**src/ptlu_defines.svh**
```systemverilog
// Constants for the position target and limit unit: object indices,
// sub-entries, bit positions and reset values.
// Assumes inclusion by bare name from the design files.
`ifndef PTLU_DEFINES_SVH
`define PTLU_DEFINES_SVH

// ---------------------------------------------------------------
// Object indices and sub-entries
// ---------------------------------------------------------------
`define PTLU_IDX_TARGET    16'h607a
`define PTLU_IDX_RANGE     16'h607b
`define PTLU_IDX_SOFT      16'h607d
`define PTLU_SUB_COUNT     8'h00
`define PTLU_SUB_MIN       8'h01
`define PTLU_SUB_MAX       8'h02
`define PTLU_ENTRY_COUNT   32'h0000_0002

// ---------------------------------------------------------------
// Bit positions and reset values
// ---------------------------------------------------------------
`define PTLU_CW_RELATIVE   6
`define PTLU_SW_INT_LIMIT  11
`define PTLU_POS_RESET     32'sh0000_0000

`endif

```
**src/ptlu_pkg.sv**
```systemverilog
// Types shared by the position target and limit unit.
// Assumes nothing beyond a SystemVerilog compiler.
package ptlu_pkg;

   // Drive states as seen by this unit
   typedef enum logic [1:0] {
      PTLU_ST_IDLE,
      PTLU_ST_ENABLED,
      PTLU_ST_QSTOP
   } ptlu_drv_t;

   // Operating mode that sources the set-point
   typedef enum logic [1:0] {
      PTLU_MODE_NONE,
      PTLU_MODE_PP,
      PTLU_MODE_CSP
   } ptlu_mode_t;

   typedef logic signed [31:0] ptlu_pos_t;

endpackage

```
**src/ptlu_top.sv**
```systemverilog
// Position target and limit unit: object dictionary entries for target,
// range limit and software limit, target acceptance and feedback wrap.
// Assumes the master access port is synchronous to sys_clk, one access
// per cycle, and that stored parameters are stable at reset release.
`timescale 1ns/1ps
`include "ptlu_defines.svh"

module ptlu_top (
   // Clock and reset
   input  wire logic                 sys_clk,
   input  wire logic                 nrst,
   // Object access from the master
   input  wire logic                 od_req,
   input  wire logic                 od_wr,
   input  wire logic [15:0]          od_index,
   input  wire logic [7:0]           od_sub,
   input  wire logic [31:0]          od_wdata,
   output logic                      od_ack,
   output logic                      od_err,
   output logic [31:0]               od_rdata,
   // Drive context
   input  wire logic [15:0]          control_word,
   input  wire ptlu_pkg::ptlu_drv_t  drive_state,
   input  wire ptlu_pkg::ptlu_mode_t op_mode,
   input  wire logic [15:0]          pos_factor,
   // Stored parameters loaded after reset
   input  wire logic signed [31:0]   stored_range_min,
   input  wire logic signed [31:0]   stored_range_max,
   input  wire logic signed [31:0]   stored_soft_low,
   input  wire logic signed [31:0]   stored_soft_high,
   // Position inputs
   input  wire logic signed [31:0]   fb_pos_raw,
   input  wire logic signed [31:0]   demand_pos,
   // Results
   output logic signed [31:0]        setpoint_ff,
   output logic signed [31:0]        setpoint_inc_ff,
   output logic                      setpoint_valid_ff,
   output logic                      target_refused_ff,
   output logic signed [31:0]        fb_pos_ff,
   output logic                      motion_stop_ff,
   output logic [15:0]               status_word
);

   // ------------------------------------------------------------
   // Storage
   // ------------------------------------------------------------
   logic signed [31:0] target_position_ff;
   logic signed [31:0] range_limit_min_ff;
   logic signed [31:0] range_limit_max_ff;
   logic signed [31:0] soft_limit_min_ff;
   logic signed [31:0] soft_limit_max_ff;
   logic               load_pending_ff;
   logic               od_ack_ff;
   logic               od_err_ff;
   logic [31:0]        od_rdata_ff;
   logic               int_limit_ff;

   // ------------------------------------------------------------
   // Access decode
   // ------------------------------------------------------------
   logic wr_acc;
   logic hit_target;
   logic hit_range;
   logic hit_soft;
   logic sub_ok;
   logic range_locked;

   assign wr_acc     = od_req & od_wr;
   assign hit_target = (od_index == `PTLU_IDX_TARGET) &&
                       (od_sub == `PTLU_SUB_COUNT);
   assign hit_range  = (od_index == `PTLU_IDX_RANGE);
   assign hit_soft   = (od_index == `PTLU_IDX_SOFT);
   assign sub_ok     = (od_sub == `PTLU_SUB_MIN) ||
                       (od_sub == `PTLU_SUB_MAX);
   // Range limits are frozen while the axis may be moving
   assign range_locked = (drive_state == ptlu_pkg::PTLU_ST_ENABLED) ||
                         (drive_state == ptlu_pkg::PTLU_ST_QSTOP);

   // ------------------------------------------------------------
   // Target interpretation and limit check
   // ------------------------------------------------------------
   logic signed [31:0] nxt_target;
   logic signed [31:0] abs_target;
   logic               tgt_below;
   logic               tgt_above;
   logic               act_below;
   logic               act_above;
   logic               dem_below;
   logic               dem_above;
   logic               soft_on;
   logic               tgt_ok;
   logic               mode_uses_target;
   logic               accept_target;

   assign nxt_target = signed'(od_wdata);
   // Relative targets are added to the running set-point
   assign abs_target = control_word[`PTLU_CW_RELATIVE] ?
                       32'(setpoint_ff + nxt_target) :
                       nxt_target;

   // Soft limits are idle when both are zero
   assign soft_on = (soft_limit_min_ff != `PTLU_POS_RESET) ||
                    (soft_limit_max_ff != `PTLU_POS_RESET);

   ptlu_limit_cmp u_cmp_target (
      .lim_min (soft_limit_min_ff),
      .lim_max (soft_limit_max_ff),
      .pos     (abs_target),
      .below   (tgt_below),
      .above   (tgt_above)
   );

   ptlu_limit_cmp u_cmp_actual (
      .lim_min (soft_limit_min_ff),
      .lim_max (soft_limit_max_ff),
      .pos     (fb_pos_ff),
      .below   (act_below),
      .above   (act_above)
   );

   ptlu_limit_cmp u_cmp_demand (
      .lim_min (soft_limit_min_ff),
      .lim_max (soft_limit_max_ff),
      .pos     (demand_pos),
      .below   (dem_below),
      .above   (dem_above)
   );

   // Inside target is fine; outside only if it moves back inward.
   // A target exactly on a limit is allowed, only beyond it is refused.
   always_comb begin
      tgt_ok = 1'b1;
      if (soft_on) begin
         if (abs_target < soft_limit_min_ff) begin
            // Below window: only accept if closer than actual
            tgt_ok = act_below && (abs_target > fb_pos_ff);
         end else if (abs_target > soft_limit_max_ff) begin
            tgt_ok = act_above && (abs_target < fb_pos_ff);
         end
      end
   end

   assign mode_uses_target = (op_mode == ptlu_pkg::PTLU_MODE_PP) ||
                             (op_mode == ptlu_pkg::PTLU_MODE_CSP);
   assign accept_target = wr_acc && hit_target && tgt_ok;

   // ------------------------------------------------------------
   // Target object
   // ------------------------------------------------------------
   // The object always holds what the master wrote, refused or not
   always_ff @(posedge sys_clk) begin
      if (!nrst) begin
         target_position_ff <= `PTLU_POS_RESET;
      end else if (wr_acc && hit_target) begin
         target_position_ff <= nxt_target;
      end
   end

   // Executing set-point only moves on an accepted target
   always_ff @(posedge sys_clk) begin
      if (!nrst) begin
         setpoint_ff       <= `PTLU_POS_RESET;
         setpoint_valid_ff <= 1'b0;
      end else begin
         setpoint_valid_ff <= 1'b0;
         if (accept_target && mode_uses_target) begin
            setpoint_ff       <= abs_target;
            setpoint_valid_ff <= 1'b1;
         end
      end
   end

   // Scale to internal increments; product keeps the low word
   always_ff @(posedge sys_clk) begin
      if (!nrst) begin
         setpoint_inc_ff <= `PTLU_POS_RESET;
      end else begin
         setpoint_inc_ff <= 32'(setpoint_ff *
                                $signed({1'b0, pos_factor}));
      end
   end

   // Refusal flag, a one-cycle pulse per refused target
   always_ff @(posedge sys_clk) begin
      if (!nrst) begin
         target_refused_ff <= 1'b0;
      end else begin
         target_refused_ff <= wr_acc && hit_target && !tgt_ok;
      end
   end

   // ------------------------------------------------------------
   // Limit objects and power-up loading
   // ------------------------------------------------------------
   // One load cycle after reset release catches the stored values
   always_ff @(posedge sys_clk) begin
      if (!nrst) begin
         load_pending_ff <= 1'b1;
      end else begin
         load_pending_ff <= 1'b0;
      end
   end

   always_ff @(posedge sys_clk) begin
      if (!nrst) begin
         range_limit_min_ff <= `PTLU_POS_RESET;
         range_limit_max_ff <= `PTLU_POS_RESET;
      end else if (load_pending_ff) begin
         range_limit_min_ff <= stored_range_min;
         range_limit_max_ff <= stored_range_max;
      end else if (wr_acc && hit_range && !range_locked) begin
         if (od_sub == `PTLU_SUB_MIN) begin
            range_limit_min_ff <= signed'(od_wdata);
         end else if (od_sub == `PTLU_SUB_MAX) begin
            range_limit_max_ff <= signed'(od_wdata);
         end
      end
   end

   always_ff @(posedge sys_clk) begin
      if (!nrst) begin
         soft_limit_min_ff <= `PTLU_POS_RESET;
         soft_limit_max_ff <= `PTLU_POS_RESET;
      end else if (load_pending_ff) begin
         soft_limit_min_ff <= stored_soft_low;
         soft_limit_max_ff <= stored_soft_high;
      end else if (wr_acc && hit_soft) begin
         if (od_sub == `PTLU_SUB_MIN) begin
            soft_limit_min_ff <= signed'(od_wdata);
         end else if (od_sub == `PTLU_SUB_MAX) begin
            soft_limit_max_ff <= signed'(od_wdata);
         end
      end
   end

   // ------------------------------------------------------------
   // Access answer
   // ------------------------------------------------------------
   // Every request is answered next cycle; errors flag bad access
   always_ff @(posedge sys_clk) begin
      if (!nrst) begin
         od_ack_ff   <= 1'b0;
         od_err_ff   <= 1'b0;
         od_rdata_ff <= 32'h0000_0000;
      end else begin
         od_ack_ff   <= od_req;
         od_err_ff   <= 1'b0;
         od_rdata_ff <= 32'h0000_0000;
         if (od_req) begin
            if (hit_target) begin
               od_rdata_ff <= target_position_ff;
            end else if (hit_range || hit_soft) begin
               if (od_sub == `PTLU_SUB_COUNT) begin
                  od_rdata_ff <= `PTLU_ENTRY_COUNT;
                  od_err_ff   <= od_wr;  // Count is read only
               end else if (od_sub == `PTLU_SUB_MIN) begin
                  od_rdata_ff <= hit_range ? range_limit_min_ff :
                                             soft_limit_min_ff;
               end else if (od_sub == `PTLU_SUB_MAX) begin
                  od_rdata_ff <= hit_range ? range_limit_max_ff :
                                             soft_limit_max_ff;
               end
               if (od_wr && hit_range && sub_ok && range_locked) begin
                  od_err_ff <= 1'b1;
               end
               if (!sub_ok && od_sub != `PTLU_SUB_COUNT) begin
                  od_err_ff <= 1'b1;
               end
            end else begin
               od_err_ff <= 1'b1;  // Unknown object
            end
         end
      end
   end

   assign od_ack   = od_ack_ff;
   assign od_err   = od_err_ff;
   assign od_rdata = od_rdata_ff;

   // ------------------------------------------------------------
   // Feedback wrap
   // ------------------------------------------------------------
   logic               modulo_on;
   logic signed [32:0] span;
   logic signed [31:0] wrapped;

   // With both limits zero the native 32-bit overflow does the wrap
   assign modulo_on = (range_limit_min_ff != `PTLU_POS_RESET) ||
                      (range_limit_max_ff != `PTLU_POS_RESET);
   assign span = 33'(range_limit_max_ff - range_limit_min_ff);

   // Single fold: feedback moves far less than one span per cycle
   always_comb begin
      wrapped = fb_pos_raw;
      if (modulo_on) begin
         if (fb_pos_raw >= range_limit_max_ff) begin
            wrapped = 32'(fb_pos_raw - span);
         end else if (fb_pos_raw <= range_limit_min_ff) begin
            wrapped = 32'(fb_pos_raw + span);
         end
      end
   end

   always_ff @(posedge sys_clk) begin
      if (!nrst) begin
         fb_pos_ff <= `PTLU_POS_RESET;
      end else begin
         fb_pos_ff <= wrapped;
      end
   end

   // ------------------------------------------------------------
   // Software limit supervision
   // ------------------------------------------------------------
   // Flag while actual or demand sits on or beyond a limit; stop only while actual does
   always_ff @(posedge sys_clk) begin
      if (!nrst) begin
         int_limit_ff   <= 1'b0;
         motion_stop_ff <= 1'b0;
      end else begin
         int_limit_ff   <= soft_on &&
                           (act_below || act_above ||
                            dem_below || dem_above);
         motion_stop_ff <= soft_on && (act_below || act_above);
      end
   end

   // Only the limit bit is owned here; the rest reads zero
   always_comb begin
      status_word = 16'h0000;
      status_word[`PTLU_SW_INT_LIMIT] = int_limit_ff;
   end

endmodule

```
**src/ptlu_limit_cmp.sv**
```systemverilog
// Window comparator: position against a signed minimum and maximum.
// Assumes min <= max when the window is in use.
`timescale 1ns/1ps

module ptlu_limit_cmp (
   // Window
   input  wire logic signed [31:0] lim_min,
   input  wire logic signed [31:0] lim_max,
   // Position checked
   input  wire logic signed [31:0] pos,
   // Result
   output logic                    below,
   output logic                    above
);

   // Reaching a limit counts as hitting it
   assign below = (pos <= lim_min);
   assign above = (pos >= lim_max);

endmodule

```
**config.mk**
```make
export PLATFORM = sky130hd
export DESIGN_NAME = ptlu_top
export DESIGN_NICKNAME = d
export VERILOG_FILES = /design/src/ptlu_pkg.sv /design/src/ptlu_top.sv /design/src/ptlu_limit_cmp.sv
export VERILOG_INCLUDE_DIRS = /design/src
export SDC_FILE = /design/constraint.sdc
export NUM_CORES = 2
export LEC_CHECK = 0
export BUFFER_PORTS_ARGS = -buffer_cell sky130_fd_sc_hd__buf_2
export CAP_MARGIN = 30
export CORE_ASPECT_RATIO = 1.75
export CORE_MARGIN = 2
export CORE_UTILIZATION = 62
export DETAILED_ROUTE_END_ITERATION = 6
export GPL_TIMING_DRIVEN = 0
export PLACE_DENSITY = 0.85
export SYNTH_ARGS = -nofsm -noshare
export SYNTH_HDL_FRONTEND = slang
export SYNTH_SLANG_ARGS = --single-unit
```
**constraint.sdc**
```tcl
create_clock -name sys_clk -period 16.6 [get_ports sys_clk]
set_input_delay 2.49 -clock sys_clk [delete_from_list [all_inputs] [get_ports sys_clk]]
set_output_delay 2.49 -clock sys_clk [all_outputs]
set_load 0.01 [all_outputs]
```
Yosys cells after proc, flatten, opt, wreduce, memory -nomap -nowiden --
Index checks and enable logic that the tools add are counted.
Cells by class: $add $sub $neg 4, $mul 1, $lt $le $gt $ge 10, equal/unequal tests 10, multiplexer cells 31, bitwise logic cells 3, reduce and logical (&&, ||, !) cells 44
Operator list (count):
- two-way mux 32 bit | 22
- nonzero test 32 bit | 4
- >= comparator 32 bit | 3
- <= comparator 32 bit | 3
- adder 32 bit | 2
- > comparator 32 bit | 2
- < comparator 32 bit | 2
- subtractor 32 bit | 2
- == test 16 x 15 -> 1 bit, second input constant | 3
- multiplier 32 x 17 -> 32 bit | 1
- logical AND 1 bit | 16
- logical OR 1 bit | 9
- two-way mux 1 bit | 9
- == test 8 x 1 -> 1 bit, second input constant | 1
- == test 8 x 2 -> 1 bit, second input constant | 1
- zero test 8 bit | 1
- nonzero test 2 bit | 4
- nonzero test 8 bit | 1
- AND reduction 2 bit | 3
- AND reduction 3 bit | 2
- == test 2 x 1 -> 1 bit, second input constant | 2
- == test 2 bit, second input constant | 2
- zero test 1 bit | 3
- OR reduction 3 bit | 1
- other kinds (3) | 4
Word-level totals: register bits 295, bits of input ports 288, output and inout bits 149, word-level logic and storage cells 119

Logic depth before layout (Yosys ltp) --
depth after elaboration 10, gate-level depth with buffers 26, mapped depth without buffers 25

Modules after synthesis --
From an unflattened synthesis, not the netlist that was laid out.
Second synthesis, totals: cell total of the unflattened synthesis 4793, area total of the unflattened synthesis 37568.5 µm²
By module, submodules not included:
- ptlu_top | times used 1, cells an instance 4343, area each 34340.4 µm², sequential area each 5905.7 µm²
- ptlu_limit_cmp | times used 2, cells an instance 225, area each 1614.0 µm², sequential area each 0.0 µm²

Worst setup path before layout --
No wires, ideal clock.
path kind input -> register, start point in pos_factor[3], end point reg setpoint_inc_ff[29], setup time 0.128 ns, arrival 8.355 ns, required time 16.472 ns, slack 8.118 ns, stages 23, path buffers 2, cells stage by stage clkbuf_1 > clkbuf_1 > nand2_1 > fa_1 > fa_1 > fa_1 > fa_1 > inv_1 > fa_1 > inv_1 > fa_1 > inv_1 > ha_1 > a211o_1 > a21o_1 > a41o_1 > a311oi_1 > nor3_1 > o31ai_1 > a21oi_1 > a21oi_1 > xor2_1 > nor2_1
On the way: cells in the longest elaborated chain, start to end 1
RTL lines:
- start, declared | line ptlu_top.sv:25 | input wire logic [15:0] pos_factor,
- multiplier 32 x 17 -> 32 bit | line ptlu_top.sv:178 | setpoint_inc_ff <= 32'(setpoint_ff *
- end signal, assigned | line ptlu_top.sv:176 | setpoint_inc_ff <= `PTLU_POS_RESET;
- end signal, assigned | line ptlu_top.sv:178
- end, declared | line ptlu_top.sv:36 | output logic signed [31:0] setpoint_inc_ff,
Every way passes these cells. A chain may end at the register's enable or synchronous reset.

Worst setup path in the final report --
start point in pos_factor[3], end point reg setpoint_inc_ff[30]
Same word-level chain as after synthesis.

==> results.cfg <==
[timing]
tightest_slew_ns = 1.14
hold_ws_ns = 0.463
fin_skew_ns = 0.0264
fmaxAchievable_mhz = 98.3
rsz0062_at_grt = false
hold_viol = 0
setup_viol = 0
setup_tns_ns = 0
fin_crit_sh_pct = 61.3
slew_headroom_pct = 23.8
period_minus_slack_ns = 10.17
final_max_slew_viol_count = 0
setup_ws_ns = 6.43

[die]
die_area_mm2 = 0.0618
rows = 118
die_w_um = 189
die_y_um = 327
start_util_pct = 62.6
boundaryPins = 437
fp.coreArea_mm2 = 0.0592

[synthesis]
avgSynthCellArea_um2 = 7.90
seq_area_frac_synth_pct = 15.9
syn_area_mm2 = 0.0370
ys_warn_count = 0
ys.flop_type = dfxtp_1
synth-edff-count = 0
ys_ff_latch = 295
yosysUniqueCellTypes = 86
synthCells = 4688
async_flop_share_pct = 0

[global_routing]
grt-ovfl-total = 0
grt.total_usage_pct = 53.6
antenna_found_initial = 21
grt_pass1_vias = 40296
grt_max_degree = 15
grt_pass1_wl_um = 242000

[clock_tree]
cts_made_buffers = 34
htree_levels = 2
root_buffer = clkbuf_16
postCtsResizedCells = 0
cts.sinks = 295
cts_buffer_depth = 3
clk_pin_slew_ns = 0.06
hold_buffers = 0
clock_latency_ns = 0.59
post_cts_buffers = 0
cts_tree = done

[place]
place_area_mm2 = 0.0402
dp_slack_ns = 5.96
dpl.cell_count = 5895
dp_hpwl_um = 137000
gp_congestion = 1.09
port_buffers = 403

[route]
drt_pass1_iterations = 6
drt-initial-drc-count = 3778
drcViolationCount = 0
vias = 39253
vias_per_cell = 6.55
avgRoutedWirePerCell_um = 27.7
final_antenna_net_count = 0
wirelength_um = 166000

[critical_path]
end_kind = flip-flop
cp_data_required_time_ns = 17.02
crit_type = input port to flip-flop
worstPathMaxFanout = 10
arrival_ns = 10.59
cp-start-kind = input port

[power_and_ir_drop]
total_power_mw = 3.19
power.density_mw_per_mm2 = 76.6
leakagePower_nw = 19.8
peakVddDrop_v = 0.0000794

[status]
outcome = complete, no violations

[layout]
drive_above_1_share_pct = 10.7
stdcell_count = 5996
syn2layout_area_growth_pct = 12.4
final_core_util_pct = 70.3
layout.nets = 6256
final_area_mm2 = 0.0416

[flow_run]
drv_cap = 0

[min_path]
hold_class = flip-flop to flip-flop
==> worst max-delay path: stages <==
cell and delay, ns:
buf_2 0.11, clkbuf_1 0.72, clkbuf_1 0.56, nand2_1 0.18, fa_1 0.55, fa_1 0.49, fa_1 0.54, inv_1 0.06
fa_1 0.50, fa_1 0.50, inv_1 0.05, fa_1 0.47, inv_1 0.04, ha_1 0.32, o21ai_0 0.14, a21boi_1 0.45
nand2_1 0.19, a211o_1 0.38, a31oi_1 0.50, a21oi_1 0.35, o21ai_1 0.32, nor3_1 0.12, o31ai_1 0.32, xnor2_1 0.16
nor2_1 0.05
==> layer usage <==
| layer | routed length, um | vias to the layer above | share of wire [%] | track usage, % |
|---|---|---|---|---|
| met4 | 26400 | 8 | 16 | 66.7 |
| met5 | 46 | - | 0.028 | 0.0785 |
| met3 | 16000 | 1226 | 9.7 | 14.3 |
| met1 | 48400 | 18267 | 29 | 49.7 |
| met2 | 74900 | 2801 | 45 | 86.7 |
| li1 | - | 16951 | - | - |
==> worst paths after layout <==
check	depth (start not counted)	startpoint	endpoint	slack, ns
worst max-delay path	25	pos_factor[3]	setpoint_inc_ff[30]	6.43
worst min-delay path	2	target_position_ff[9]	target_position_ff[9]	0.46
worst max register to register	25	setpoint_ff[4]	setpoint_ff[25]	7.99
worst min register to register	2	target_position_ff[9]	target_position_ff[9]	0.46
==> cell usage after synthesis, types with 93 or more instances <==
cell      count  area share [%]
fa_1        308              17
clkbuf_1    192             1.9
ha_1        493              17
and2_1      145             2.4
dfxtp_1     295              16
a211oi_1    157             3.2
nand2_1     459             4.7
nor2_1      433             4.4
inv_1       632             6.4
o21ai_0     106             1.4
a21o_1       93             1.9
a21oi_1     443             6.0
==> state kept, by name, indices dropped and copies added, names as in the netlist, 32 cells and up <==
signal and count:
setpoint_ff 32, range_limit_max_ff 32, target_position_ff 32, setpoint_inc_ff 32, soft_limit_max_ff 32, soft_limit_min_ff 32, range_limit_min_ff 32, fb_pos_ff 32
od_rdata 32
==> cell families after synthesis <==
kind of cell / Yosys count / synth area share (%)
buf+inv: 863 / 8.96
fa+ha+maj: 801 / 33.3
xor+xnor: 110 / 2.60
compound gates: 1138 / 19.7
other cells: 1 / 0.0101
simple gates: 1420 / 17.8
mux: 60 / 1.71
flops: 295 / 15.9
==> area by class of cell <==
class / instances / area [um^2]
multi-input combinational: 3544 / 27900
fill: 4949 / 17600
sequential: 295 / 5910
inverter: 635 / 2380
timing repair buffer: 429 / 2320
tap: 780 / 976
clock buffer: 48 / 965
buffer: 228 / 935
clock inverter: 13 / 226
antenna: 24 / 60.1
==> cells in the final DEF, fill, tap and decap left out, drive strengths merged, types with 27 or more instances in the layout <==
cell | netlist | final
inv | 635 | 637
ha | 493 | 493
buf | 36 | 464
nand2 | 459 | 459
a21oi | 443 | 443
nor2 | 434 | 434
fa | 308 | 308
dfxtp | 295 | 295
clkbuf | 192 | 241
a211oi | 159 | 159
and2 | 146 | 146
o21ai | 123 | 123
a21o | 93 | 93
xnor2 | 77 | 77
nand4 | 68 | 68
nor2b | 65 | 65
nand3 | 57 | 57
nor4 | 48 | 48
nor3 | 44 | 44
o22ai | 38 | 38
a22oi | 34 | 34
xor2 | 33 | 33
mux2i | 33 | 33
o21a | 31 | 31
nand2b | 27 | 27
mux2 | 27 | 27
==> power by group <==
group	total (mW)	switching, mW	internal (mW)	leakage [nW]
Sequential	0.871	0.109	0.761	2.42
Combinational	1.46	0.933	0.527	16.8
Clock	0.858	0.369	0.489	0.579
Total	3.19	1.41	1.78	19.8
Note: power is estimated with default switching activity, not from simulation.
